<file path="src/verilog/pcct_pkg.sv">
// Package for the PC Card cycle timing generator: register map,
// window configuration layout and the clock counts of each phase.
// Assumes one 50 MHz system clock drives every user of it.
package pcct_pkg;

   ////////////////////////////////////////////////////////////////////////
   // Register map, byte addresses on the plain register port
   localparam int ADDR_W = 8;
   localparam logic [ADDR_W-1:0] WIN_CFG_BASE = 8'h00;
   localparam logic [ADDR_W-1:0] STATUS_ADDR = 8'h20;
   localparam logic [ADDR_W-1:0] LAST_ACTIVE_ADDR = 8'h24;

   // Window configuration field positions
   localparam int WAIT_SEL_LSB = 0;
   localparam int ZWS_BIT = 2;
   localparam int WIDTH16_BIT = 3;
   localparam int IS_IO_BIT = 4;
   localparam int TSET_LSB = 5;

   // Window configuration reset values
   localparam logic [1:0] WAIT_SEL_RESET = 2'h0;
   localparam logic [1:0] TSET_RESET = 2'h1;

   ////////////////////////////////////////////////////////////////////////
   // Clock counts, one clock is one sys_clk period
   localparam int CNT_W = 5;
   localparam logic [CNT_W-1:0] SETUP_IO = 5'h03;
   localparam logic [CNT_W-1:0] SETUP_MEM_WS0 = 5'h02;
   localparam logic [CNT_W-1:0] SETUP_MEM_LONG = 5'h04;
   localparam logic [CNT_W-1:0] SETUP_EXTRA = 5'h02;
   localparam logic [CNT_W-1:0] HOLD_IO = 5'h02;
   localparam logic [CNT_W-1:0] HOLD_MEM_WS0 = 5'h02;
   localparam logic [CNT_W-1:0] HOLD_MEM_LONG = 5'h03;
   localparam logic [CNT_W-1:0] HOLD_EXTRA = 5'h01;
   localparam logic [CNT_W-1:0] ACT8_ZWS = 5'h07;
   localparam logic [CNT_W-1:0] ACT8_WS0 = 5'h13;
   localparam logic [CNT_W-1:0] ACT8_WSN = 5'h17;
   localparam logic [CNT_W-1:0] ACT16_IO_WS0 = 5'h07;
   localparam logic [CNT_W-1:0] ACT16_IO_LONG = 5'h0b;
   localparam logic [CNT_W-1:0] ACT16_MEM_ZWS = 5'h05;
   localparam logic [CNT_W-1:0] ACT16_MEM_WS00 = 5'h09;
   localparam logic [CNT_W-1:0] ACT16_MEM_WS01 = 5'h0d;
   localparam logic [CNT_W-1:0] ACT16_MEM_WS10 = 5'h11;
   localparam logic [CNT_W-1:0] ACT16_MEM_WS11 = 5'h17;

   ////////////////////////////////////////////////////////////////////////
   // Types
   typedef struct packed {
      logic [1:0] timing_set_select;
      logic is_io;
      logic width16;
      logic zero_wait;
      logic [1:0] wait_state_select;
   } pcct_win_cfg_type;

   typedef struct packed {
      logic [25:0] addr;
      logic write;
      logic attr;
   } pcct_req_type;

   typedef enum logic [3:0] {
      PH_IDLE = 4'b0001,
      PH_SETUP = 4'b0010,
      PH_ACTIVE = 4'b0100,
      PH_HOLD = 4'b1000
   } pcct_phase_type;

endpackage : pcct_pkg

</file>
<file path="src/verilog/pcct_timing.sv">
// PC Card cycle timing generator: window configuration registers,
// a cycle request port and the card strobe and address pins.
// Assumes all inputs, card wait included, are synchronous to sys_clk.
//
// Function
// Setup, strobe active and hold intervals are counted in clock cycles.
// Counts come from the wait-state settings of the hit window.
// Every interval meets or slightly exceeds the legacy reference timing.
// Setup: I/O 3; memory 2 or 4 by upper wait-state bit.
// Hold: I/O 2; memory 2 or 3 by upper wait-state bit.
// 8-bit strobe: 19 no wait, 23 any wait, 7 zero-wait.
// 16-bit I/O strobe: 7 or 11; zero-wait unavailable.
// 16-bit memory strobe: 9, 13, 17, 23; zero-wait gives 5.
// Card wait low extends the strobe until wait returns high.
// Address leads the strobe by setup count plus two clocks.
// Address and attribute select held hold count plus one clock.
// Loadable down-counter per phase, counts chosen at cycle start.
`timescale 1ns/1ns

module pcct_timing
   import pcct_pkg::*;
#(
   parameter int NUM_WIN = 4
) (
   input wire logic sys_clk,
   input wire logic rst,
   // Register port
   input wire logic [ADDR_W-1:0] reg_addr,
   input wire logic [31:0] reg_wdata,
   input wire logic reg_write,
   input wire logic reg_read,
   output logic [31:0] reg_rdata,
   // Cycle request port
   input wire logic cyc_req,
   input wire logic [1:0] cyc_win,
   input wire pcct_req_type cyc_info,
   output logic cyc_busy,
   output logic cyc_done,
   // Card side
   input wire logic card_wait_n,
   output logic [25:0] card_addr,
   output logic card_addr_oe,
   output logic card_ce_n,
   output logic card_reg_n,
   output logic card_oe_n,
   output logic card_we_n,
   output logic card_iord_n,
   output logic card_iowr_n
);

   if (NUM_WIN < 1 || NUM_WIN > 4) begin : g_bad_win
      $error("NUM_WIN must be 1 to 4");
   end

   // Windows must not run into the status register
   if (int'(WIN_CFG_BASE) + 4 * NUM_WIN > int'(STATUS_ADDR)) begin : g_bad_map
      $error("window registers overlap the status register");
   end

   // Every phase load must fit the down-counter, extras included
   if (int'(SETUP_MEM_LONG) + int'(SETUP_EXTRA) > 2 ** CNT_W) begin : g_bad_setup
      $error("setup count too wide for the counter");
   end
   if (int'(HOLD_MEM_LONG) + int'(HOLD_EXTRA) > 2 ** CNT_W) begin : g_bad_hold
      $error("hold count too wide for the counter");
   end
   // A zero strobe count would wrap the counter to its longest load
   if (ACT16_MEM_ZWS == '0 || ACT8_ZWS == '0) begin : g_bad_active
      $error("strobe count must be at least one clock");
   end

   ////////////////////////////////////////////////////////////////////////
   // Count selection
   function automatic logic [CNT_W-1:0] setup_count(input pcct_win_cfg_type c);
      if (c.is_io) begin
         return SETUP_IO;
      end
      return c.wait_state_select[1] ? SETUP_MEM_LONG : SETUP_MEM_WS0;
   endfunction : setup_count

   function automatic logic [CNT_W-1:0] hold_count(input pcct_win_cfg_type c);
      if (c.is_io) begin
         return HOLD_IO;
      end
      return c.wait_state_select[1] ? HOLD_MEM_LONG : HOLD_MEM_WS0;
   endfunction : hold_count

   // I/O windows carry one wait-state bit, the low one
   function automatic logic [CNT_W-1:0] active_count(input pcct_win_cfg_type c);
      logic any_wait;
      any_wait = c.is_io ? c.wait_state_select[0] : |c.wait_state_select;
      if (!c.width16) begin
         if (any_wait) begin
            return ACT8_WSN;
         end
         return c.zero_wait ? ACT8_ZWS : ACT8_WS0;
      end
      if (c.is_io) begin
         // Zero-wait ignored on 16-bit I/O
         return c.wait_state_select[0] ? ACT16_IO_LONG : ACT16_IO_WS0;
      end
      unique case (c.wait_state_select)
         2'b00: return c.zero_wait ? ACT16_MEM_ZWS : ACT16_MEM_WS00;
         2'b01: return ACT16_MEM_WS01;
         2'b10: return ACT16_MEM_WS10;
         2'b11: return ACT16_MEM_WS11;
      endcase
   endfunction : active_count

   ////////////////////////////////////////////////////////////////////////
   // State
   typedef struct packed {
      pcct_win_cfg_type [NUM_WIN-1:0] win;
      pcct_phase_type phase;
      logic [CNT_W-1:0] cnt;
      logic [CNT_W-1:0] hold_load;
      logic [CNT_W-1:0] last_active;
      logic [7:0] wait_ext;
      pcct_win_cfg_type cur;
      logic cur_write;
      logic [31:0] rdata;
      logic busy;
      logic done;
      logic [25:0] addr;
      logic addr_oe;
      logic ce_n;
      logic reg_n;
      logic oe_n;
      logic we_n;
      logic iord_n;
      logic iowr_n;
   } pcct_state_type;

   pcct_state_type st;
   pcct_state_type next_st;

   logic [ADDR_W-1:0] win_addr [NUM_WIN];

   // Windows sit four bytes apart from the base
   for (genvar i = 0; i < NUM_WIN; i++) begin : g_win_addr
      assign win_addr[i] = WIN_CFG_BASE + ADDR_W'(4 * i);
   end

   ////////////////////////////////////////////////////////////////////////
   // Next state
   always_comb begin
      pcct_win_cfg_type sel;
      logic [CNT_W-1:0] act;
      logic [31:0] rd;
      sel = st.win[0];
      act = '0;
      rd = 32'h0000_0000;
      next_st = st;
      next_st.done = 1'b0;

      // Register writes; configuration is sampled only at cycle start
      for (int i = 0; i < NUM_WIN; i++) begin
         if (reg_write && reg_addr == win_addr[i]) begin
            next_st.win[i] = reg_wdata[TSET_LSB+1:WAIT_SEL_LSB];
         end
         if (reg_addr == win_addr[i]) begin
            rd = {25'h000_0000, st.win[i]};
         end
      end
      if (reg_addr == STATUS_ADDR) begin
         rd = {16'h0000, st.wait_ext, st.phase, 3'h0, st.busy};
      end
      if (reg_addr == LAST_ACTIVE_ADDR) begin
         rd = {27'h000_0000, st.last_active};
      end
      // Read data stands only in the cycle after the strobe
      next_st.rdata = reg_read ? rd : 32'h0000_0000;

      for (int i = 0; i < NUM_WIN; i++) begin
         if (cyc_win == 2'(i)) begin
            sel = st.win[i];
         end
      end

      unique case (st.phase)
         PH_IDLE: begin
            // Requests while busy are not seen: this phase only takes them
            if (cyc_req) begin
               next_st.phase = PH_SETUP;
               next_st.cur = sel;
               next_st.cur_write = cyc_info.write;
               // Setup load includes the two extra clocks before the strobe
               next_st.cnt = setup_count(sel) + SETUP_EXTRA - 5'h01;
               // Hold load kept aside so the strobe end needs no second decode
               next_st.hold_load = hold_count(sel) + HOLD_EXTRA - 5'h01;
               next_st.busy = 1'b1;
               next_st.addr = cyc_info.addr;
               next_st.addr_oe = 1'b1;
               next_st.ce_n = 1'b0;
               next_st.reg_n = ~cyc_info.attr;
               next_st.wait_ext = 8'h00;
            end
         end
         PH_SETUP: begin
            if (st.cnt == '0) begin
               act = active_count(st.cur);
               next_st.phase = PH_ACTIVE;
               next_st.cnt = act - 5'h01;
               next_st.last_active = act;
               next_st.oe_n = st.cur.is_io | st.cur_write;
               next_st.we_n = st.cur.is_io | ~st.cur_write;
               next_st.iord_n = ~st.cur.is_io | st.cur_write;
               next_st.iowr_n = ~st.cur.is_io | ~st.cur_write;
            end else begin
               next_st.cnt = st.cnt - 5'h01;
            end
         end
         PH_ACTIVE: begin
            // Wait is seen only once the count is out; earlier lows do not stretch
            if (st.cnt != '0) begin
               next_st.cnt = st.cnt - 5'h01;
            end else if (!card_wait_n) begin
               // Count saturates so status never wraps on long waits
               if (st.wait_ext != 8'hff) begin
                  next_st.wait_ext = st.wait_ext + 8'h01;
               end
            end else begin
               next_st.phase = PH_HOLD;
               next_st.cnt = st.hold_load;
               next_st.oe_n = 1'b1;
               next_st.we_n = 1'b1;
               next_st.iord_n = 1'b1;
               next_st.iowr_n = 1'b1;
            end
         end
         PH_HOLD: begin
            if (st.cnt == '0) begin
               next_st.phase = PH_IDLE;
               next_st.busy = 1'b0;
               next_st.done = 1'b1;
               next_st.addr_oe = 1'b0;
               next_st.ce_n = 1'b1;
               next_st.reg_n = 1'b1;
            end else begin
               next_st.cnt = st.cnt - 5'h01;
            end
         end
         default: begin
            // Illegal phase code: drop every card signal and wait for a request
            next_st.phase = PH_IDLE;
            next_st.busy = 1'b0;
            next_st.addr_oe = 1'b0;
            next_st.ce_n = 1'b1;
            next_st.reg_n = 1'b1;
            next_st.oe_n = 1'b1;
            next_st.we_n = 1'b1;
            next_st.iord_n = 1'b1;
            next_st.iowr_n = 1'b1;
         end
      endcase
   end

   ////////////////////////////////////////////////////////////////////////
   // Registers
   always_ff @(posedge sys_clk) begin
      if (rst) begin
         for (int i = 0; i < NUM_WIN; i++) begin
            st.win[i].timing_set_select <= TSET_RESET;
            st.win[i].is_io <= 1'b0;
            st.win[i].width16 <= 1'b0;
            st.win[i].zero_wait <= 1'b0;
            st.win[i].wait_state_select <= WAIT_SEL_RESET;
         end
         st.phase <= PH_IDLE;
         st.cnt <= '0;
         st.hold_load <= '0;
         st.last_active <= '0;
         st.wait_ext <= 8'h00;
         st.cur <= '0;
         st.cur_write <= 1'b0;
         st.rdata <= 32'h0000_0000;
         st.busy <= 1'b0;
         st.done <= 1'b0;
         st.addr <= 26'h000_0000;
         st.addr_oe <= 1'b0;
         st.ce_n <= 1'b1;
         st.reg_n <= 1'b1;
         st.oe_n <= 1'b1;
         st.we_n <= 1'b1;
         st.iord_n <= 1'b1;
         st.iowr_n <= 1'b1;
      end else begin
         st <= next_st;
      end
   end

   ////////////////////////////////////////////////////////////////////////
   // Outputs, all straight from the state flops
   assign reg_rdata = st.rdata;
   assign cyc_busy = st.busy;
   assign cyc_done = st.done;
   assign card_addr = st.addr;
   assign card_addr_oe = st.addr_oe;
   assign card_ce_n = st.ce_n;
   assign card_reg_n = st.reg_n;
   assign card_oe_n = st.oe_n;
   assign card_we_n = st.we_n;
   assign card_iord_n = st.iord_n;
   assign card_iowr_n = st.iowr_n;

endmodule : pcct_timing

</file>
<file path="config.mk">
export PLATFORM = sky130hd
export DESIGN_NAME = pcct_timing
export DESIGN_NICKNAME = d
export VERILOG_FILES = /design/src/verilog/pcct_pkg.sv /design/src/verilog/pcct_timing.sv
export SDC_FILE = /design/constraint.sdc
export NUM_CORES = 1
export LEC_CHECK = 0
export BUFFER_PORTS_ARGS = -buffer_cell sky130_fd_sc_hd__buf_2
export CAP_MARGIN = 10
export CELL_PAD_IN_SITES_DETAIL_PLACEMENT = 0
export CELL_PAD_IN_SITES_GLOBAL_PLACEMENT = 1
export CORE_AREA = 2 2 133 102
export CTS_CLUSTER_DIAMETER = 40
export DETAILED_ROUTE_END_ITERATION = 6
export DIE_AREA = 0 0 135 104
export PLACE_DENSITY = 0.94
export SYNTH_ARGS = -nofsm -noshare
export SYNTH_HDL_FRONTEND = slang
export SYNTH_SLANG_ARGS = --single-unit
export TNS_END_PERCENT = 50
</file>
<file path="constraint.sdc">
create_clock -name sys_clk -period 3.55 [get_ports sys_clk]
set_clock_uncertainty 0.1 [all_clocks]
set_input_delay 0.355 -clock sys_clk [delete_from_list [all_inputs] [get_ports sys_clk]]
set_output_delay 0.355 -clock sys_clk [all_outputs]
set_load 0.01 [all_outputs]
</file>
==> impl_metrics.json, run 1 <==
{
  "outcome": "finished clean",
  "postLayoutCoreUtil_pct": 45.25,
  "slowest_delay_ns": 0.61,
  "yosysWarnings": 0,
  "r2r_slack_ns": 1.08,
  "cts.sinks": 109,
  "hp-class": "in2reg",
  "cts_resized": 0,
  "crit_fanout": 10,
  "grt.total_usage_pct": 17.91,
  "worst_pin_slew_ns": 0.8371,
  "yosys-top-cells-area": "dfxtp_1, buf_4, nand2_1, a21oi_1, mux2i_1",
  "vias_per_cell": 5.224,
  "ys_seq_elements": 109,
  "maxCapViolCount": 0,
  "worstSetupEndpoint": "st[95]$_SDFFE_PP0P_",
  "gp_congestion": 0.8523,
  "cts_buffers": 9,
  "drt-initial-drc-count": 284,
  "synth_cells": 594,
  "rsz0062_at_grt": "false",
  "syn_avg_cell_area_um2": 8.830,
  "grt_max_degree": 50,
  "area_delta_synth_final_pct": 10.35,
  "synth_cell_types": 60,
  "crit_arrival_ns": 2.63,
  "post-route-drc-count": 0,
  "min-delay-start": "cyc_info[18]",
  "p_leak_nw": 2.379,
  "cts_tree": "yes",
  "crit_type": "reg2reg",
  "setup_ws_ns": 1.083,
  "syn-cell-area_um2": 5245,
  "rows": 36,
  "critPathLaunch": "st[93]$_SDFFE_PP0P_",
  "clkTransAtPathRegs_ns": 0.07,
  "post-dp-hpwl_um": 8694,
  "crit_family": "simple AND/OR/NAND/NOR gates",
  "io_buffers": 101,
  "end_kind": "flip-flop",
  "die_area_um2": 14040,
  "hold_viol": 0,
  "drt-wirelength-per-cell_um": 15.15,
  "fin_cells": 812,
  "top_level_ports": 143,
  "num_vias": 4242,
  "synth_area_leader_cell": "dfxtp_1",
  "antenna_found_initial": 0,
  "core-area_um2": 12790,
  "post-place-ws_ns": 0.8249,
  "path_cells": "inv_1 > ha_1 > nor4b_4 > nand2_1 > nor4_1 > nor3_1 > a211oi_1",
  "placed_cells": 796,
  "worst_hold_slack_ns": 0.1331,
  "slew_viol_final": 0,
  "worstSkewPairLatency_ns": 0.35,
  "reg2reg_depth": 7,
  "initial_core_util_pct": 41.00,
  "fmax_mhz": 405.4,
  "period_share_pct": 69.48,
  "power_density_nw_per_um2": 488.4,
  "grt_overflow": 0,
  "path_depth": 7,
  "async_reset_ff_share_pct": 0,
  "ctsHoldBuffers": 0,
  "cts_max_level": 3,
  "r2r-start": "st[93]$_SDFFE_PP0P_",
  "cts_setup_buffers": 0,
  "tns_ns": 0,
  "min_period_ns": 2.467,
  "drtAntennaViolNets": 0,
  "die_y_um": 104,
  "setup_viol": 0,
  "dr.pass1.iters": 5,
  "final_area_um2": 5788,
  "startpoint_type": "flip-flop",
  "final_layout_size_suffix_gt1_share_pct": 24.65,
  "r2r_end": "st[95]$_SDFFE_PP0P_",
  "antenna_cells": 0,
  "seq_area_frac_synth_pct": 41.60,
  "wirelength_um": 12300,
  "grt_pass1_wl_um": 20530,
  "worstPathRequired_ns": 3.71,
  "path_buf_inv": 1,
  "cp_slowest_cell": "nor4b_4",
  "fp.dieW_um": 135,
  "power_mw": 2.827,
  "ys.flop_type": "dfxtp_1",
  "place_area_um2": 5490,
  "synth-edff-count": 0,
  "fin_nets": 715,
  "clockBufferDepth": 2,
  "slew_headroom_pct": 43.68,
  "first_global_vias": 4223,
  "synth_top_area_share_pct": 41.60,
  "ir_drop_v": 0.0002381,
  "cts-root-buf": "clkbuf_16"
}
==> cell families (layout without fill, tap and decap cells) <==
group	count (synthesis)	in the layout	share of synthesized area (%)
adder cells (fa/ha/maj)	3	3	0.7157
XOR/XNOR	9	9	1.503
buffers and inverters	100	132	11.62
multiplexers	36	36	8.397
other	1	16	0.07150
flip-flops	109	109	41.60
AO/OA/AOI/OAI	110	110	14.38
AND/OR/NAND/NOR	226	226	21.71
==> synthesized netlist by cell type, types with 2 or more instances <==
cell       number
dfxtp_1       109
nand2_1        97
buf_4          60
a21oi_1        55
nor2_1         47
mux2i_1        26
clkbuf_1       23
nand3_1        17
and2_1         11
nor3_1         10
inv_1           9
o22ai_1         8
xnor2_1         8
a211oi_1        7
buf_2           7
nor4b_2         7
mux4_2          6
o21ai_0         6
nand2b_1        5
nor2b_1         5
o21ai_1         5
o31ai_1         5
and3_1          4
mux2_2          4
a2111oi_2       3
ha_1            3
nor3_2          3
nor4_1          3
or3_1           3
or4b_1          3
a32o_1          2
nand3b_1        2
nand4_1         2
nor3b_1         2
o32ai_1         2
==> layout by cell type, fill, tap and decap left out, drive strengths merged, types with 9 or more instances in the layout <==
cell type,n
buf,107
o21ai,11
and2,11
a21oi,56
nand3,17
clkbuf,9
nor2,47
conb,16
nor3,13
nand2,98
inv,11
mux2i,26
dfxtp,109
==> how the worst min path moves through the flow <==
stage / endpoint / slack (ns) / cells past startpoint
final: card_addr[16]$_SDFFE_PP0P_ / 0.13 / 3
after global routing: card_addr[20]$_SDFFE_PP0P_ / 0.13 / 3
after CTS: card_addr[19]$_SDFFE_PP0P_ / 0.12 / 3
after detailed placement: card_addr[12]$_SDFFE_PP0P_ / 0.35 / 2
after global placement: card_addr[4]$_SDFFE_PP0P_ / 0.34 / 2
after floorplan: reg_rdata[3]$_SDFF_PP0_ / 0.32 / 2
==> tightest hold or removal path: stages <==
cell and delay, ns:
buf_2 0.10, nand2_1 0.04, a21oi_1 0.05
==> layout make-up <==
cell class | instances | area (um2)
Clock buffer | 9 | 225.2
Clock inverter | 7 | 72.57
Fill cell | 1270 | 7004
Inverter | 9 | 33.78
Multi-Input combinational cell | 400 | 2510
Sequential cell | 109 | 2182
Tap cell | 171 | 214.0
Timing Repair Buffer | 107 | 550.5
==> registers in the layout (all words and copies together) (netlist names) <==
register and flops:
card_iowr_n 1, card_reg_n 1, cyc_done 1, reg_rdata 16, card_oe_n 1, cyc_busy 1
card_addr 26, card_addr_oe 1, st 58, card_iord_n 1, card_we_n 1, card_ce_n 1
==> report_power, final <==
group,switching [mW],total [mW],internal (mW)
sequential,0.0496,1.32,1.27
combinational,0.296,0.484,0.188
clock,0.470,1.02,0.550
total,0.815,2.83,2.01
==> routing by layer <==
metal  GRT usage [%]  share of wire [%]  vias to the layer above
li1                -                  -                     2074
met1           23.49                 44                     1995
met2           28.97                 47                      159
met3           4.483                7.6                       14
met4           5.580                1.1                        0
met5               0                  0                        -
Note: power is estimated with default switching activity, not from simulation.
==> run 2: changes to the inputs <==
Settings changed: CORE_AREA 2 2 133 102 to 2 2 145 112, DIE_AREA 0 0 135 104 to 0 0 147 114, PLACE_DENSITY 0.94 to 0.85.
Clock period 3.55 ns to 2.2 ns, I/O delays scaled along.
==> run 2 against run 1 <==
Against the previous run: utilization shrank 3.8 points; first-iteration DRC count up 6.3%; critical path type unchanged; worst setup slack worse by 0.98 ns; wire length rose by 3.3%; sequential share of layout area down 3.7 points; largest power group unchanged; sequential power increased by 61%; design area rose by 11%; combinational power increased by 100%; via count up 0.87%.
==> impl_metrics.json, run 2 (same netlist as run 1, synthesis figures left out) <==
{
  "slowest_delay_ns": 0.46,
  "drtAntennaViolNets": 0,
  "path_cells": "inv_2 > ha_4 > or4b_4 > and3_4 > o311a_4 > nor4_4 > o21ai_1",
  "worstPathRequired_ns": 2.35,
  "clockBufferDepth": 2,
  "rows": 40,
  "setup_ws_ns": 0.09874,
  "fill_cells": 1574,
  "crit_arrival_ns": 2.26,
  "ir_drop_v": 0.0004245,
  "wirelength_um": 12700,
  "multi_input_area_um2": 2570,
  "antenna_cells": 0,
  "maxCapViolCount": 0,
  "top_level_ports": 143,
  "antenna_found_initial": 0,
  "min_period_ns": 2.101,
  "critPathLaunch": "st[93]$_SDFFE_PP0P_",
  "mostFrequentLayoutCells": "dfxtp_1, buf_2, nand2_1, a21oi_1, nor2_1",
  "cts-root-buf": "clkbuf_16",
  "regMostFlops": "st",
  "cts_max_level": 3,
  "worst_hold_slack_ns": 0.002589,
  "r2r-start": "st[93]$_SDFFE_PP0P_",
  "vias_per_cell": 4.723,
  "largest_reg_flops": 58,
  "slew_headroom_pct": 43.24,
  "grt_overflow": 0,
  "period_share_pct": 95.51,
  "min-delay-start": "cyc_info[4]",
  "num_vias": 4279,
  "postLayoutCoreUtil_pct": 41.41,
  "crit_fanout": 4,
  "worst_pin_slew_ns": 0.8444,
  "crit_family": "simple AND/OR/NAND/NOR gates",
  "cts.sinks": 109,
  "clkTransAtPathRegs_ns": 0.08,
  "hp-class": "in2reg",
  "fp.dieW_um": 147,
  "initial_core_util_pct": 33.81,
  "area_delta_synth_final_pct": 22.50,
  "dr.pass1.iters": 4,
  "slew_viol_final": 0,
  "setup_viol": 0,
  "post-dp-hpwl_um": 8822,
  "cts_buffers": 9,
  "power_density_nw_per_um2": 747.0,
  "p_leak_nw": 2.648,
  "fin_nets": 770,
  "hold_viol": 0,
  "first_global_vias": 3958,
  "io_buffers": 101,
  "grt_pass1_wl_um": 20080,
  "cts_tree": "yes",
  "drt-initial-drc-count": 302,
  "die_area_um2": 16760,
  "worstSkewPairLatency_ns": 0.36,
  "final_layout_size_suffix_gt1_share_pct": 28.02,
  "post-route-drc-count": 0,
  "cp_slowest_cell": "or4b_4",
  "ff_latch_area_um2": 2183,
  "rsz0062_at_grt": "true",
  "outcome": "finished clean",
  "end_kind": "flip-flop",
  "grt.total_usage_pct": 15.17,
  "post-place-ws_ns": 0.01147,
  "grt_max_degree": 49,
  "final_common_cell": "dfxtp_1",
  "startpoint_type": "flip-flop",
  "gp_congestion": 0.8109,
  "die_y_um": 114,
  "fmax_mhz": 475.9,
  "core-area_um2": 15510,
  "drt-wirelength-per-cell_um": 14.02,
  "path_buf_inv": 1,
  "crit_type": "reg2reg"
}
==> run 2: cell count changes in the layout (fill, tap and decap cells not counted), moves of 2 or more <==
cell           change
inv_2              +2
buf_4             +26
inv_1              -2
dlygate4sd3_1     +26
inv_6              -2
nor4b_4            +2
buf_12             +3
nor4_1             -2
nor4b_2            -2
==> run 2: layout make-up <==
type	count	area share [%]
Sequential cell	109	33.98
Timing Repair Buffer	162	16.59
Inverter	9	0.5258
Clock inverter	6	1.091
Multi-Input combinational cell	400	40.00
Tap cell	210	4.090
Clock buffer	10	3.720
==> run 2: metal layers <==
metal | up-vias | track usage [%] | share of wire [%]
li1 | 2175 | - | -
met1 | 1962 | 21.08 | 48
met2 | 131 | 22.79 | 44
met3 | 11 | 4.320 | 6.7
met4 | 0 | 5.000 | 1.2
met5 | - | 0 | 0
==> run 2: what timing repair did <==
action	4_1_cts	5_1_grt
endpoints found under the hold margin	26	0
hold buffers	26	0
setup buffers	0	1
gates resized for setup	0	12
setup endpoints to repair	0	9
==> run 2: power breakdown <==
part / switching, mW / leakage [nW] / total (mW) / internal (mW)
combinational: 0.542 / 1.62 / 0.988 / 0.447
sequential: 0.0651 / 0.885 / 2.12 / 2.06
clock: 0.768 / 0.147 / 1.69 / 0.922
==> run 2: per-stage QoR <==
stage | cell area, um2 | std cells | power (mW) | setup TNS, ns
after global routing | 6425 | 906 | 5.040 | -0.03811
after global placement | 5787 | 863 | 3.067 | 0
final | 6425 | 906 | 4.800 | 0
after floorplan | 5301 | 609 | 2.794 | 0
after CTS | 6356 | 905 | 4.810 | 0
after detailed placement | 5787 | 863 | 3.077 | 0
==> run 2: worst register-to-register path, stage by stage, from the launching register on <==
cell	delay, ns
dfxtp_2	0.34
inv_2	0.08
ha_4	0.13
or4b_4	0.46
and3_4	0.21
o311a_4	0.36
nor4_4	0.24
o21ai_1	0.08
==> run 2: final timing paths <==
path	endpoint	slack, ns	cells past startpoint
setup / recovery	card_we_n$_SDFFE_PP1P_	0.1	7
hold / removal	card_addr[2]$_SDFFE_PP0P_	0.003	3
setup reg to reg	card_we_n$_SDFFE_PP1P_	0.1	7
hold reg to reg	card_addr[25]$_SDFFE_PP0P_	0.35	2
